--- src/window_watchdog_pkg.sv ---
// Purpose: constants shared by the window watchdog design files
// Assumes: 32-bit APB register bus, one word per register
// Notes: offsets are byte addresses
package window_watchdog_pkg;
  localparam logic [11:0] CTRL_OFFSET = 12'h000;
  localparam logic [11:0] CFG_OFFSET = 12'h004;
  localparam logic [11:0] STAT_OFFSET = 12'h008;
  localparam logic [11:0] SWRST_OFFSET = 12'h00c;
  localparam int COUNT_MSB = 6;
  localparam int RUN_BIT = 7;
  localparam int DIV_LSB = 7;
  localparam int DIV_MSB = 8;
  localparam int EARLY_WARNING_IRQ_ENABLE_BIT = 9;
  localparam int EARLY_WARNING_FLAG_BIT = 0;
  localparam logic [6:0] COUNT_RESET = 7'h7f;
  localparam logic [6:0] WINDOW_RESET = 7'h7f;
  localparam logic [6:0] WARN_VALUE = 7'h40;
  localparam logic [6:0] EXPIRE_VALUE = 7'h3f;
  localparam logic [1:0] DIV_RESET = 2'h0;
  localparam int BASE_DIVIDE = 4096;
  localparam logic [31:0] SWRST_KEY = 32'h0000_00a5;
endpackage

--- src/tick_divider.sv ---
// Purpose: time-base tick generator for the watchdog counter
// Assumes: one clock, synchronous active-low reset
// Notes: one-cycle tick every BASE * 2^select enabled cycles
`timescale 1ns/10ps
module tick_divider
  import window_watchdog_pkg::*;
#(
  parameter int BASE = BASE_DIVIDE
)
(
  // clock and reset
  input wire logic sys_clk,
  input wire logic rst_n,
  // control
  input wire logic run,
  input wire logic [1:0] select,
  // tick out
  output logic tick
);
  // 4096 * 8 fits in 16 bits; width fixed for base below 2^17
  logic [19:0] count_r;
  logic [19:0] limit;

  always_comb
  begin
    limit = 20'(BASE) << select;
  end

  // [RULE10] prescaled tick
  always_ff @(posedge sys_clk)
  begin
    if (!rst_n)
    begin
      count_r <= 20'h00000;
      tick <= 1'b0;
    end
    else if (!run)
    begin
      tick <= 1'b0;
    end
    else if (count_r >= limit - 20'h00001)
    begin
      count_r <= 20'h00000;
      tick <= 1'b1;
    end
    else
    begin
      count_r <= count_r + 20'h00001;
      tick <= 1'b0;
    end
  end
endmodule // tick_divider

--- src/window_watchdog.sv ---
// Purpose: window watchdog with 7-bit down counter behind APB
// Assumes: pclk is sys_clk; half-word and word writes only
// Notes: reset request and interrupt are registered outputs
//
// Notes on behaviour
// [RULE1] when running, reset request as count falls from 0x40 to 0x3f
// [RULE2] when running, counter write above window requests reset
// [RULE3] warning flag set at 0x40 or early refresh, regardless of enable
// [RULE4] interrupt output only with enable bit 9 set and a warning
// [RULE5] writing zero clears warning flag, one leaves it
// [RULE6] interrupt enable set only by software, cleared by resets
// [RULE7] run bit 7 set by writing one, only hardware reset clears
// [RULE8] after power-on reset watchdog is off, no reset requests
// [RULE9] while running the counter decrements on every tick, wrapping
// [RULE10] tick is clock over 4096 then over 1, 2, 4 or 8
// [RULE11] software refreshes only below window and above 0x3f
// [RULE12] software loads counter above 0x3f with bit 6 set
// [RULE13] timeout is period*4096*2^divider*(low six bits+1)
// [RULE14] counter field reads current value, write loads it
// [RULE15] debug freeze with core halted stops counting
// [RULE16] control resets to 0x7f, window resets to 0x7f
// [RULE17] registers accept half-word and word accesses; the code takes only word writes at the software reset offset
// [RULE18] reset request is a registered one-cycle pulse
`timescale 1ns/10ps
module window_watchdog
  import window_watchdog_pkg::*;
#(
  parameter int BASE = BASE_DIVIDE
)
(
  // clock and reset
  input wire logic sys_clk,
  input wire logic rst_n,
  // apb slave
  input wire logic psel,
  input wire logic penable,
  input wire logic pwrite,
  input wire logic [11:0] paddr,
  input wire logic [31:0] pwdata,
  input wire logic [3:0] pstrb,
  output logic [31:0] prdata,
  output logic pready,
  output logic pslverr,
  // debug
  input wire logic debugFreeze,
  input wire logic coreHalted,
  // system
  output logic resetRequest,
  output logic earlyWarningInterrupt
);
  ////////////////////////////////////////////////////////////////////
  // state
  logic [6:0] downCount_r;
  logic watchdogRun_r;
  logic [6:0] windowLimit_r;
  logic [1:0] tickDividerSelect_r;
  logic earlyWarningIrqEnable_r;
  logic earlyWarningFlag_r;
  logic tick;
  logic counting;
  logic access;
  logic writeAcc;
  logic lowHalf;
  logic ctrlWrite;
  logic cfgWrite;
  logic statWrite;
  logic swReset;
  logic hitWarn;
  logic hitExpire;
  logic earlyRefresh;
  logic warnEvent;
  logic mapped;

  ////////////////////////////////////////////////////////////////////
  // bus decode
  // single-cycle access phase: pready is high in the cycle after setup
  assign access = psel & penable;
  assign writeAcc = access & pwrite;
  // [RULE17] half-word or word
  assign lowHalf = pstrb[0] & pstrb[1];
  assign mapped = (paddr == CTRL_OFFSET) || (paddr == CFG_OFFSET) ||
                  (paddr == STAT_OFFSET) || (paddr == SWRST_OFFSET);
  assign ctrlWrite = writeAcc & lowHalf & (paddr == CTRL_OFFSET);
  assign cfgWrite = writeAcc & lowHalf & (paddr == CFG_OFFSET);
  assign statWrite = writeAcc & lowHalf & (paddr == STAT_OFFSET);
  assign swReset = writeAcc & (paddr == SWRST_OFFSET) &
                   (pwdata == SWRST_KEY) & (&pstrb);

  ////////////////////////////////////////////////////////////////////
  // time base
  // [RULE15] debug freeze
  assign counting = watchdogRun_r & ~(debugFreeze & coreHalted);

  // [RULE13] timeout from tick period
  // one tick per count step, so the low six bits plus one set the interval
  tick_divider #(
    .BASE(BASE)
  ) u_tick (
    .sys_clk(sys_clk),
    .rst_n(rst_n),
    .run(counting),
    .select(tickDividerSelect_r),
    .tick(tick)
  );

  // [RULE1] decrement crossing
  assign hitExpire = tick & counting & ~ctrlWrite &
                     (downCount_r == WARN_VALUE);
  assign hitWarn = tick & counting & ~ctrlWrite &
                   (downCount_r == WARN_VALUE + 7'h01);
  // [RULE2] refresh above window
  assign earlyRefresh = ctrlWrite & watchdogRun_r &
                        (downCount_r > windowLimit_r);
  assign warnEvent = hitWarn | earlyRefresh;

  ////////////////////////////////////////////////////////////////////
  // counter and run bit
  always_ff @(posedge sys_clk)
  begin
    if (!rst_n)
    begin
      // [RULE16] control reset value
      downCount_r <= COUNT_RESET;
    end
    // [RULE14] software load
    else if (ctrlWrite)
    begin
      downCount_r <= pwdata[COUNT_MSB:0];
    end
    // [RULE9] free-running decrement
    else if (tick & counting)
    begin
      downCount_r <= downCount_r - 7'h01;
    end
  end

  always_ff @(posedge sys_clk)
  begin
    // [RULE8] disabled after reset
    if (!rst_n)
    begin
      watchdogRun_r <= 1'b0;
    end
    // [RULE7] write one sets
    else if (ctrlWrite & pwdata[RUN_BIT])
    begin
      watchdogRun_r <= 1'b1;
    end
  end

  ////////////////////////////////////////////////////////////////////
  // configuration
  always_ff @(posedge sys_clk)
  begin
    if (!rst_n || swReset)
    begin
      windowLimit_r <= WINDOW_RESET;
      tickDividerSelect_r <= DIV_RESET;
    end
    else if (cfgWrite)
    begin
      windowLimit_r <= pwdata[COUNT_MSB:0];
      tickDividerSelect_r <= pwdata[DIV_MSB:DIV_LSB];
    end
  end

  always_ff @(posedge sys_clk)
  begin
    // [RULE6] cleared by resets only
    if (!rst_n || swReset)
    begin
      earlyWarningIrqEnable_r <= 1'b0;
    end
    else if (cfgWrite & pwdata[EARLY_WARNING_IRQ_ENABLE_BIT])
    begin
      earlyWarningIrqEnable_r <= 1'b1;
    end
  end

  ////////////////////////////////////////////////////////////////////
  // early warning
  always_ff @(posedge sys_clk)
  begin
    if (!rst_n || swReset)
    begin
      earlyWarningFlag_r <= 1'b0;
    end
    // [RULE3] set wins over clear
    else if (warnEvent)
    begin
      earlyWarningFlag_r <= 1'b1;
    end
    // [RULE5] write zero clears
    else if (statWrite & ~pwdata[EARLY_WARNING_FLAG_BIT])
    begin
      earlyWarningFlag_r <= 1'b0;
    end
  end

  // [RULE4] gated interrupt level
  always_ff @(posedge sys_clk)
  begin
    if (!rst_n)
    begin
      earlyWarningInterrupt <= 1'b0;
    end
    else
    begin
      earlyWarningInterrupt <= earlyWarningIrqEnable_r &
                               (earlyWarningFlag_r | warnEvent) &
                               ~(statWrite & ~pwdata[EARLY_WARNING_FLAG_BIT] &
                                 ~warnEvent);
    end
  end

  ////////////////////////////////////////////////////////////////////
  // reset request
  // [RULE18] one-cycle registered pulse
  always_ff @(posedge sys_clk)
  begin
    if (!rst_n)
    begin
      resetRequest <= 1'b0;
    end
    else
    begin
      resetRequest <= hitExpire | earlyRefresh;
    end
  end

  ////////////////////////////////////////////////////////////////////
  // read data
  always_ff @(posedge sys_clk)
  begin
    if (!rst_n)
    begin
      prdata <= 32'h0000_0000;
      pslverr <= 1'b0;
      pready <= 1'b0;
    end
    else
    begin
      // ready registered in the setup cycle so the access phase lasts one cycle
      pready <= psel & ~penable;
      pslverr <= psel & ~penable & ~mapped;
      prdata <= 32'h0000_0000;
      if (psel & ~penable & ~pwrite)
      begin
        unique case (paddr)
          CTRL_OFFSET:
            prdata <= {24'h000000, watchdogRun_r, downCount_r};
          CFG_OFFSET:
            prdata <= {22'h000000, earlyWarningIrqEnable_r,
                       tickDividerSelect_r, windowLimit_r};
          STAT_OFFSET:
            prdata <= {31'h00000000, earlyWarningFlag_r};
          default:
            prdata <= 32'h0000_0000;
        endcase
      end
    end
  end
endmodule // window_watchdog

--- config.mk ---
export PLATFORM = sky130hd
export DESIGN_NAME = window_watchdog
export DESIGN_NICKNAME = d
export VERILOG_FILES = /design/src/window_watchdog_pkg.sv /design/src/tick_divider.sv /design/src/window_watchdog.sv
export SDC_FILE = /design/constraint.sdc
export NUM_CORES = 1
export LEC_CHECK = 0
export ABC_AREA = 1
export BUFFER_PORTS_ARGS = -buffer_cell sky130_fd_sc_hd__buf_4
export CAP_MARGIN = 5
export CORE_ASPECT_RATIO = 1.4
export CORE_MARGIN = 2
export CORE_UTILIZATION = 35
export DETAILED_ROUTE_END_ITERATION = 10
export GPL_ROUTABILITY_DRIVEN = 0
export GPL_TIMING_DRIVEN = 0
export PLACE_DENSITY = 0.63
export SYNTH_ARGS = -nofsm -noshare
export SYNTH_HDL_FRONTEND = slang
export SYNTH_HIERARCHICAL = 1
export SYNTH_SLANG_ARGS = --single-unit
--- constraint.sdc ---
create_clock -name sys_clk -period 1.69 [get_ports sys_clk]
set_input_delay 0.169 -clock sys_clk [delete_from_list [all_inputs] [get_ports sys_clk]]
set_output_delay 0.169 -clock sys_clk [all_outputs]
set_load 0.1 [all_outputs]
# ---- Yosys cells after proc, flatten, opt, wreduce, memory -nomap -nowiden
# Index checks and enable logic that the tools add are counted.
dict set report word_totals {
  ff_bits 76
  output_inout_bits 36
  word_cells 81
}
dict set report classes {
  addsub 3
  magnitude_cmp 2
  n_eq_ne 6
  n_shift 1
  n_mux 7
  bitwise_logic 38
  n_reduce_logical 11
}
# cell n
set ops {}
lappend ops {{$eq 32x8->1 const B} 1}
lappend ops {{$pmux 10 s3} 1}
lappend ops {{$and 1x1->1} 27}
lappend ops {{$eq 12x4->1 const B} 2}
lappend ops {{$add 20x1->20 const B} 1}
lappend ops {{$ge 20x20->1} 1}
lappend ops {{$mux 20} 1}
lappend ops {{$shl 13x2->20 const A} 1}
lappend ops {{$sub 20x1->20 const B} 1}
lappend ops {{$eq 7x7->1 const B} 2}
lappend ops {{$mux 7} 2}
lappend ops {{$eq 12x3->1 const B} 1}
lappend ops {{$logic_not 12->1} 1}
lappend ops {{$not 1->1} 8}
lappend ops {{$gt 7x7->1} 1}
lappend ops {{$sub 7x1->7 const B} 1}
lappend ops {{$logic_or 1x1->1} 4}
lappend ops {{$reduce_and 2->1} 2}
lappend ops {{$reduce_and 4->1} 1}
lappend ops {{$reduce_bool 2->1} 2}
lappend ops {{$mux 1} 3}
lappend ops {{$or 1x1->1} 3}
lappend ops {{$logic_not 1->1} 1}

# ---- Longest topological paths before layout
# Gate-level depths: netlist of run 1.
dict set report depth {
  depth_word 12
  depth_mapped 12
  ltp_nobuf 12
}

# ---- Cells and area by module
# The synthesis of run 1 kept the hierarchy.
# mod instances cells_each area_per_inst_um2
set modules_own_cells {}
lappend modules_own_cells {window_watchdog 1 297 2018.2}
lappend modules_own_cells {tick_divider 1 157 1166.1}

# ---- Worst setup path before layout of run 1
# Ideal clock, no wire load.
dict set report synth_path {
  path_type {register -> register}
  from {register tickDividerSelect_r[1]}
  to {register u_tick.count_r[2]}
  setup_time_ns 0.062
  t_arrival_ns 1.402
  required_time_ns 1.628
  slack_ns 0.226
  stages_incl_launch_ff 13
  n_path_buf 1
  synth_period_minus_slack_ns 1.464
  cell_sequence {dfxtp_1 > inv_1 > ha_1 > nand2_1 > nand2_1 > nand2_1 > nand2_1 > nor2_1 > nand2_2 > nand2_4 > nand2_8 > buf_12 > nor2_2}
}
dict set report synth_via {
  elab_chain_len 4
}
# item line_no
set synth_rtl {}
lappend synth_rtl {{from (decl)} window_watchdog.sv:56} ;# logic [1:0] tickDividerSelect_r;
lappend synth_rtl {{from (signal assigned)} window_watchdog.sv:163} ;# tickDividerSelect_r <= pwdata[DIV_MSB:DIV_LSB];
lappend synth_rtl {{$shl 13x2->20} tick_divider.sv:26} ;# limit = 20'(BASE) << select;
lappend synth_rtl {{$sub 20x1->20} tick_divider.sv:41} ;# else if (count_r >= limit - 20'h00001)
lappend synth_rtl {{$ge 20x20->1} tick_divider.sv:41}
lappend synth_rtl {{$mux 20} tick_divider.sv:41}
lappend synth_rtl {{to (signal assigned)} tick_divider.sv:48} ;# count_r <= count_r + 20'h00001;
lappend synth_rtl {{to (decl)} tick_divider.sv:21} ;# logic [19:0] count_r;
# No other way between the ends.
# A chain may end at the register's enable or synchronous reset.

# ---- Final worst setup path of run 1
dict set report layout_path {
  from {register u_tick.count_r[15]}
  to {register u_tick.count_r[1]}
}
dict set report layout_via {
  elab_chain_len 2
}
# item line_no
set layout_rtl {}
lappend layout_rtl {{$ge 20x20->1} tick_divider.sv:41}
lappend layout_rtl {{$mux 20} tick_divider.sv:41}
# No other way between the ends.

==> results of run 1 <==
[through the flow]
step | power [W] | setup TNS (ps) | hold WS (ps) | std cells | setup WS, ps
after global placement | 0.00175 | 0 | 355 | 650 | 20.3
after floorplan | 0.00163 | 0 | 247 | 475 | 226
after global routing | 0.00299 | -1.16 | 49.4 | 661 | -1.16
final | 0.00289 | 0 | 51.9 | 661 | 120
after detailed placement | 0.00175 | 0 | 360 | 650 | 37.9
after CTS | 0.00291 | 0 | 47.7 | 658 | 19.9
[cells in the mapped netlist]
cell type / n / area [sq um]
a21oi_1: 14 / 70.1
nand2_2: 5 / 31.3
nor3_1: 7 / 35.0
nor2_4: 3 / 33.8
nand3_2: 2 / 20.0
o21ai_0: 3 / 15.0
o211ai_1: 1 / 7.51
buf_6: 2 / 22.5
nand2_1: 110 / 413
nor4_1: 1 / 6.26
mux2i_1: 1 / 10.0
inv_1: 51 / 191
or2_1: 1 / 6.26
nor2_8: 2 / 40.0
clkinv_1: 1 / 3.75
o22ai_1: 6 / 37.5
buf_2: 1 / 5.00
nor2_2: 13 / 81.3
nand4_1: 11 / 68.8
a21o_1: 1 / 7.51
nor3b_1: 1 / 7.51
nor3_2: 2 / 20.0
dfxtp_1: 54 / 1080
xor2_1: 9 / 78.8
nand3_1: 27 / 135
conb_1: 2 / 7.51
buf_12: 1 / 20.0
and3_1: 1 / 6.26
xnor2_1: 2 / 17.5
buf_4: 22 / 165
ha_1: 15 / 188
o21ai_1: 7 / 35.0
inv_2: 11 / 41.3
o21bai_1: 1 / 7.51
nand2_8: 1 / 20.0
nand2_4: 2 / 22.5
nor2_1: 60 / 225
[state kept, by name, summed over array words and instances, names as in the netlist]
signal                   cells
tickDividerSelect_r          2
pready                       1
downCount_r                  7
resetRequest                 1
windowLimit_r                7
prdata                      10
earlyWarningIrqEnable_r      1
earlyWarningInterrupt        1
earlyWarningFlag_r           1
watchdogRun_r                1
u_tick/tick                  1
pslverr                      1
u_tick/count_r              20
[layout make-up]
class,count,share of cell area
inverter,63,0.0569
timing repair buffer,71,0.132
multi-input combinational,332,0.426
sequential,54,0.262
tap,107,0.0322
clock buffer,6,0.0310
buffer,26,0.0512
clock inverter,2,0.00903
[layer usage]
metal | share of wire | GRT usage
met5 | 0 | 0
met4 | 0.021 | 0.0550
met3 | 0.036 | 0.0238
met2 | 0.55 | 0.305
met1 | 0.39 | 0.165
[path summary, 6_finish.rpt]
| check | startpoint | to | slack (ps) |
|---|---|---|---|
| hold reg to reg | u_tick/count_r[17]$_SDFFE_PN0P_ | u_tick/count_r[17]$_SDFFE_PN0P_ | 440 |
| setup reg to reg | u_tick/count_r[15]$_SDFFE_PN0P_ | u_tick/count_r[1]$_SDFFE_PN0P_ | 120 |
| hold / removal | pwrite | prdata[9]$_SDFF_PN0_ | 50 |
| setup / recovery | u_tick/count_r[15]$_SDFFE_PN0P_ | u_tick/count_r[1]$_SDFFE_PN0P_ | 120 |
[kinds of logic (layout without fill, tap and decap cells)]
family | Yosys count | in the layout | synth area share
buf+inv | 89 | 168 | 0.141
flops | 54 | 54 | 0.339
simple gates | 249 | 249 | 0.368
mux | 1 | 1 | 0.00314
fa+ha+maj | 15 | 15 | 0.0589
xor+xnor | 11 | 11 | 0.0303
other cells | 2 | 23 | 0.00236
compound gates | 33 | 33 | 0.0566
[power by group through the flow]
stage | combinational, W | sequential, W | clock [W]
3_5_place_dp | 0.000449 | 0.00130 | 0
6_report | 0.000456 | 0.00127 | 0.00116
4_1_cts | 0.000449 | 0.00127 | 0.00119
5_1_grt | 0.000482 | 0.00127 | 0.00123
3_3_place_gp | 0.000446 | 0.00130 | 0
2_1_floorplan | 0.000312 | 0.00132 | 0
[worst register-to-register path, stage by stage, from the launching register on]
cell,delay [ps]
dfxtp_1,390
ha_1,280
a21oi_1,130
nand2_1,70
nor2_1,120
nand2_2,80
nand2_4,100
nand2_8,90
clkbuf_16,170
nor2_2,70
[timing repair]
action | CTS | global route
resized for setup | 0 | 12
setup endpoints to repair | 0 | 15
buffers inserted | 0 | 2
==> flow_summary.json, run 1 <==
{
  "worstSetupPathDepth": 9,
  "fin_crit_sh": 0.929,
  "layout.area.seq_sq_mm": 0.00109,
  "crit_arrival_ps": 1800,
  "cpPeakStageDelay_ps": 390,
  "nets": 623,
  "core_sq_mm": 0.00893,
  "final_area_sq_mm": 0.00416,
  "multi_input_area_sq_mm": 0.00177,
  "internal_power_w": 0.00212,
  "path_cells": "ha_1 > a21oi_1 > nand2_1 > nor2_1 > nand2_2 > nand2_4 > nand2_8 > clkbuf_16 > nor2_2",
  "fmax_mhz": 637,
  "slowest_stage": "dfxtp_1",
  "drive_above_1_share": 0.282,
  "grt_overflow": 0,
  "clock_path_buffers": 2,
  "synth.distinct_cells": 37,
  "drt_first_pass_iters": 4,
  "clkSinkCount": 54,
  "pwr-share-clk": 0.402,
  "crit_fanout": 9,
  "worstSetupStartpointType": "flip-flop",
  "maxCapViolations": 0,
  "die_area_sq_mm": 0.00989,
  "status": "finished clean",
  "fp-row-count": 41,
  "p_per_area_mw_per_mm2": 695,
  "combPwrFrac": 0.158,
  "n_antenna_cell": 0,
  "final_cell_mix": "109 x nand2_1, 92 x buf_4, 59 x nor2_1, 50 x inv_1, 50 x dfxtp_1",
  "postSynthAreaPerCell_sq_um": 7.01,
  "min_period_ps": 1570,
  "track_usage": 0.155,
  "dp_hpwl_um": 6030,
  "leakage_nw": 2.04,
  "finalHoldViolCount": 0,
  "numCtsBuffers": 5,
  "place_area_sq_mm": 0.00391,
  "antenna_left": 0,
  "hp-class": "in -> reg",
  "insertion_delay_ps": 290,
  "clkTransAtPathRegs_ps": 70,
  "syn_inst": 454,
  "rr_worst_depth": 9,
  "wire_per_inst_um": 11.4,
  "grt_max_degree": 17,
  "portBuffers": 68,
  "seq_area_frac_synth": 0.339,
  "antenna_found_initial": 0,
  "peakVddDrop_mv": 0.531,
  "path_delay_family": "simple AND/OR/NAND/NOR gates",
  "cts_tree": "done",
  "die_y_um": 117,
  "layout_commonest_cell": "nand2_1",
  "fillers": 964,
  "switchingPower_w": 0.000774,
  "grt_pass1_vias": 2928,
  "cts_root_buf": "clkbuf_16",
  "fin_skew_ps": 7.72,
  "ys_ff_latch": 54,
  "sequentialPowerShare": 0.440,
  "yosysWarnings": 6,
  "slew_violations": 0,
  "netlist_area_sq_mm": 0.00318,
  "syn_to_final_growth_pct": 30.6,
  "grt_pass1_wl_um": 12600,
  "initial_core_util": 0.357,
  "cp_num_buf_inv": 1,
  "vias": 3029,
  "swShare": 0.268,
  "final_core_util": 0.466,
  "setup_violations": 0,
  "whs_path_depth": 2,
  "routed_wl_um": 7520,
  "cts.htree.levels": 2,
  "drc": 0,
  "die_w_um": 84.6,
  "io_pins": 91,
  "cts-hold-fix-buffers": 0,
  "cp.required_ps": 1920,
  "drt_iter0_markers": 116,
  "crit_path_end_kind": "flip-flop",
  "vias_per_cell": 4.58,
  "worst-setup-path-type": "reg -> reg"
}
No activity file was read; power rests on OpenSTA's default activity.
==> run 2: changes to the inputs <==
--- a/config.mk
+++ b/config.mk
@@ -11,10 +11,13 @@
 export CORE_ASPECT_RATIO = 1.4
 export CORE_MARGIN = 2
 export CORE_UTILIZATION = 35
+export CTS_CLUSTER_SIZE = 25
 export DETAILED_ROUTE_END_ITERATION = 10
 export GPL_ROUTABILITY_DRIVEN = 0
 export GPL_TIMING_DRIVEN = 0
+export MAX_ROUTING_LAYER = met4
 export PLACE_DENSITY = 0.63
+export SLEW_MARGIN = 20
 export SYNTH_ARGS = -nofsm -noshare
 export SYNTH_HDL_FRONTEND = slang
 export SYNTH_HIERARCHICAL = 1
==> flow_summary.json, run 2 (synthesis results as in run 1) <==
{
  "peakVddDrop_mv": 0.531,
  "cpPeakStageDelay_ps": 390,
  "leakage_nw": 2.04,
  "n_antenna_cell": 0,
  "die_area_sq_mm": 0.00989,
  "path_cells": "ha_1 > a21oi_1 > nand2_1 > nor2_1 > nand2_2 > nand2_4 > nand2_8 > clkbuf_16 > nor2_2",
  "die_w_um": 84.6,
  "grt_pass1_vias": 2928,
  "p_per_area_mw_per_mm2": 695,
  "fillers": 964,
  "vias": 3024,
  "core_sq_mm": 0.00893,
  "finalHoldViolCount": 0,
  "cp_num_buf_inv": 1,
  "initial_core_util": 0.357,
  "place_area_sq_mm": 0.00391,
  "hp-class": "in -> reg",
  "cts-hold-fix-buffers": 0,
  "io_pins": 91,
  "setup_violations": 0,
  "fin_ws_ps": 120,
  "grt_max_degree": 17,
  "crit_path_end_kind": "flip-flop",
  "min_period_ps": 1570,
  "dpl_worst_slack_ps": 37.9,
  "vias_per_cell": 4.57,
  "reg_top3": "u_tick/count_r: 20 flops, prdata: 10 flops",
  "crit_arrival_ps": 1800,
  "portBuffers": 68,
  "fin_crit_sh": 0.929,
  "antenna_left": 0,
  "final_cell_mix": "109 x nand2_1, 92 x buf_4, 59 x nor2_1, 50 x inv_1, 50 x dfxtp_1",
  "dp_hpwl_um": 6030,
  "holdWs_ps": 52.0,
  "worst-setup-path-type": "reg -> reg",
  "finalSetupTns_ps": 0,
  "fp-row-count": 41,
  "cp.required_ps": 1920,
  "fin_skew_ps": 8.07,
  "wire_per_inst_um": 11.4,
  "slowest_stage": "dfxtp_1",
  "drt_first_pass_iters": 4,
  "path_delay_family": "simple AND/OR/NAND/NOR gates",
  "r2r_slack_ps": 120,
  "maxCapViolations": 0,
  "largest_reg_flops": 20,
  "drt_iter0_markers": 130,
  "nets": 623,
  "grt_pass1_wl_um": 12600,
  "drc": 0,
  "slew_violations": 0,
  "clkSinkCount": 54,
  "numCtsBuffers": 5,
  "track_usage": 0.159,
  "cts.htree.levels": 2,
  "drive_above_1_share": 0.282,
  "insertion_delay_ps": 290,
  "clkTransAtPathRegs_ps": 70,
  "final_area_sq_mm": 0.00416,
  "cts_root_buf": "clkbuf_16",
  "die_y_um": 117,
  "syn_to_final_growth_pct": 30.6,
  "grt_overflow": 0,
  "clock_path_buffers": 2,
  "worstSetupStartpointType": "flip-flop",
  "antenna_found_initial": 0,
  "status": "finished clean",
  "routed_wl_um": 7510,
  "layout_commonest_cell": "nand2_1",
  "finalPower_w": 0.00289,
  "cts_tree": "done",
  "fmax_mhz": 637,
  "regMostFlops": "u_tick/count_r",
  "crit_fanout": 9
}
## run 2: power breakdown
part	switching (W)	total [W]	internal (W)	leakage (nW)
Sequential	0.000000413	0.00127	0.00127	0.438
Clock	0.000463	0.00116	0.000700	0.0771
Combinational	0.000313	0.000456	0.000143	1.53
## run 2: final timing paths
path                                    from                              end  depth (start not counted)
min reg2reg  u_tick/count_r[17]$_SDFFE_PN0P_  u_tick/count_r[17]$_SDFFE_PN0P_                          2
max reg2reg  u_tick/count_r[15]$_SDFFE_PN0P_   u_tick/count_r[1]$_SDFFE_PN0P_                          9
max          u_tick/count_r[15]$_SDFFE_PN0P_   u_tick/count_r[1]$_SDFFE_PN0P_                          9
min                                   pwrite             prdata[9]$_SDFF_PN0_                          2
## run 2: stage by stage
stage | instances | util
global route | 661 | 0.466
detailed placement | 650 | 0.438
global placement | 650 | 0.438
CTS | 658 | 0.456
floorplan | 475 | -
finish | 661 | 0.466
## run 2: layer usage
metal | routed length, um | global-route usage
met3 | 268 | 0.0224
met1 | 2910 | 0.166
met2 | 4170 | 0.305
met5 | 0 | -
met4 | 159 | 0.0550
## run 2: area by class of cell
cell class / instances / area, sq um / share of cell area
multi-input combinational: 332 / 1770 / 0.426
sequential: 54 / 1090 / 0.262
timing repair buffer: 71 / 551 / 0.132
inverter: 63 / 236 / 0.0569
buffer: 26 / 213 / 0.0512
tap: 107 / 134 / 0.0322
clock buffer: 6 / 129 / 0.0310
clock inverter: 2 / 37.5 / 0.00903
## run 2: what timing repair did
item	in CTS	in global routing
buffers inserted	0	2
endpoints found under the setup margin	0	15
gates resized for setup	0	12
==> run 3: changes to the inputs <==
--- a/config.mk
+++ b/config.mk
@@ -5,7 +5,6 @@
 export SDC_FILE = /design/constraint.sdc
 export NUM_CORES = 1
 export LEC_CHECK = 0
-export ABC_AREA = 1
 export BUFFER_PORTS_ARGS = -buffer_cell sky130_fd_sc_hd__buf_4
 export CAP_MARGIN = 5
 export CORE_ASPECT_RATIO = 1.4
==> flow_summary.json, run 3 <==
{
  "slew_violations": 0,
  "netlist_area_sq_mm": 0.00318,
  "cts_tree": "done",
  "antenna_found_initial": 0,
  "insertion_delay_ps": 290,
  "final_cell_mix": "106 x buf_4, 36 x dfxtp_1, 32 x nand2_1, 30 x nor2_1, 23 x conb_1",
  "hp-class": "in -> reg",
  "clkTransAtPathRegs_ps": 70,
  "postSynthAreaPerCell_sq_um": 8.53,
  "fin_skew_ps": 6.89,
  "grt_pass1_wl_um": 13600,
  "slew_headroom": 0.589,
  "reg_top3": "u_tick/count_r: 20 flops, prdata: 10 flops",
  "track_usage": 0.171,
  "fin_ws_ps": -182,
  "finalSetupTns_ps": -2570,
  "setup_violations": 21,
  "initial_core_util": 0.356,
  "worst-setup-path-type": "reg -> reg",
  "largest_reg_flops": 20,
  "top_usage_layer": "met2",
  "fp-row-count": 41,
  "peakVddDrop_mv": 0.443,
  "status": "finished with violations",
  "grtUsageMet3": 0.0302,
  "cp.required_ps": 1900,
  "clkSinkCount": 54,
  "fmax_mhz": 534,
  "core_sq_mm": 0.00893,
  "synth_top_area_frac": 0.340,
  "die_area_sq_mm": 0.00988,
  "final_core_util": 0.496,
  "dp_hpwl_um": 6280,
  "regMostFlops": "u_tick/count_r",
  "drc": 0,
  "synthMostInstantiatedCell": "dfxtp_1",
  "crit_fanout": 6,
  "seq_area_frac_synth": 0.340,
  "antenna_left": 0,
  "synth.distinct_cells": 64,
  "ys_ff_latch": 54,
  "failed_checks": "negative setup slack",
  "worst_slew_pin_slew_ps": 617,
  "worstSetupStartpointType": "flip-flop",
  "holdWs_ps": 111,
  "fillers": 900,
  "grt_overflow": 0,
  "n_antenna_cell": 0,
  "drive_above_1_share": 0.379,
  "drt_first_pass_iters": 4,
  "met1_usage": 0.179,
  "numCtsBuffers": 5,
  "use_met2": 0.317,
  "cts.htree.levels": 2,
  "wire_per_inst_um": 14.0,
  "multi_input_area_sq_mm": 0.00206,
  "synth_top_area_cell": "dfxtp_1",
  "p_per_area_mw_per_mm2": 642,
  "grt_pass1_vias": 3045,
  "synth-main-ff-cell": "dfxtp_1",
  "fin_crit_sh": 1.11,
  "portBuffers": 68,
  "drt_iter0_markers": 133,
  "rsz0062_at_grt": "yes",
  "layout.area.seq_sq_mm": 0.00112,
  "vias": 3047,
  "cts-hold-fix-buffers": 0,
  "synth_common_cells": "54 x dfxtp_1, 32 x nand2_1, 30 x nor2_1",
  "syn_to_final_growth_pct": 39.3,
  "cts_root_buf": "clkbuf_16",
  "die_w_um": 84.6,
  "synth_edf_count": 0,
  "maxCapViolations": 0,
  "layout_commonest_cell": "buf_4",
  "nets": 554,
  "crit_path_end_kind": "flip-flop",
  "grt_max_degree": 17,
  "finalHoldViolCount": 0,
  "leakage_nw": 1.90,
  "routed_wl_um": 8280,
  "die_y_um": 117,
  "synth.area.top_cells": "dfxtp_1 34%, ha_1 5.9%, buf_4 5.7%, nand2_1 3.8%, nor2_1 3.5%",
  "io_pins": 91,
  "crit_arrival_ps": 2090,
  "yosysWarnings": 6,
  "synth-async-reset-ratio": 0,
  "clock_path_buffers": 2,
  "min_period_ps": 1870,
  "syn_inst": 373,
  "vias_per_cell": 5.15
}
==> run 3: critical path, cell delays in order, from the launching register on <==
cell	delay (ps)
dfxtp_4	380
inv_4	40
ha_4	210
a211oi_2	210
o211ai_1	130
buf_4	190
or4b_4	510
a21oi_2	140
==> run 3: area by class of cell <==
class                           count  share of cell area
Multi-Input combinational cell    284               0.465
Timing Repair Buffer               84               0.143
Clock inverter                      2             0.00282
Tap cell                          107              0.0302
Buffer                             34              0.0570
Inverter                           21              0.0184
Sequential cell                    54               0.252
Clock buffer                        6              0.0313
==> run 3: cells by family after synthesis <==
group           synth area share
flops                      0.340
fa+ha+maj                 0.0590
compound gates             0.140
buf+inv                   0.0980
other cells              0.00236
mux                       0.0283
simple gates               0.304
xor+xnor                  0.0275
==> run 3: path summary, 6_finish.rpt <==
kind,startpoint,to,slack (ps),cells past startpoint
max,tickDividerSelect_r[1]$_SDFFE_PP0P_,u_tick/count_r[0]$_SDFFE_PN0P_,-180,7
min,pwdata[1],downCount_r[1]$_SDFFE_PN1P_,110,3
max reg2reg,tickDividerSelect_r[1]$_SDFFE_PP0P_,u_tick/count_r[0]$_SDFFE_PN0P_,-180,7
min reg2reg,earlyWarningIrqEnable_r$_SDFFE_PP0P_,earlyWarningInterrupt$_SDFF_PN0_,460,2
==> run 3: report_power, final <==
| part | total (W) | internal (W) | switching, W |
|---|---|---|---|
| logic | 0.000496 | 0.000163 | 0.000334 |
| clock network | 0.00106 | 0.000588 | 0.000475 |
| registers | 0.00128 | 0.00127 | 0.00000969 |
| total | 0.00284 | 0.00203 | 0.000818 |
==> run 3: what timing repair did <==
| item | 4_1_cts | 5_1_grt |
|---|---|---|
| setup buffers | 15 | 1 |
| pin swaps | 12 | 13 |
| gates resized for setup | 25 | 20 |
| endpoints found under the setup margin | 23 | 23 |
==> run 3: layer usage <==
metal / wire length [um] / share of wire / vias up
met5: 0 / 0 / -
met3: 330 / 0.040 / 12
met4: 148 / 0.018 / 0
met2: 4590 / 0.55 / 83
li1: - / - / 1532
met1: 3210 / 0.39 / 1420
==> run 3: metrics by stage <==
step / worst slack, ps / instances / instance area, sq um / total power, W
finish: -182 / 592 / 4430 / 0.00284
global route: -255 / 592 / 4430 / 0.00295
CTS: -202 / 591 / 4340 / 0.00287
detailed placement: -527 / 569 / 4000 / 0.00180
global placement: -537 / 569 / 4000 / 0.00180
floorplan: -161 / 394 / 3360 / 0.00166
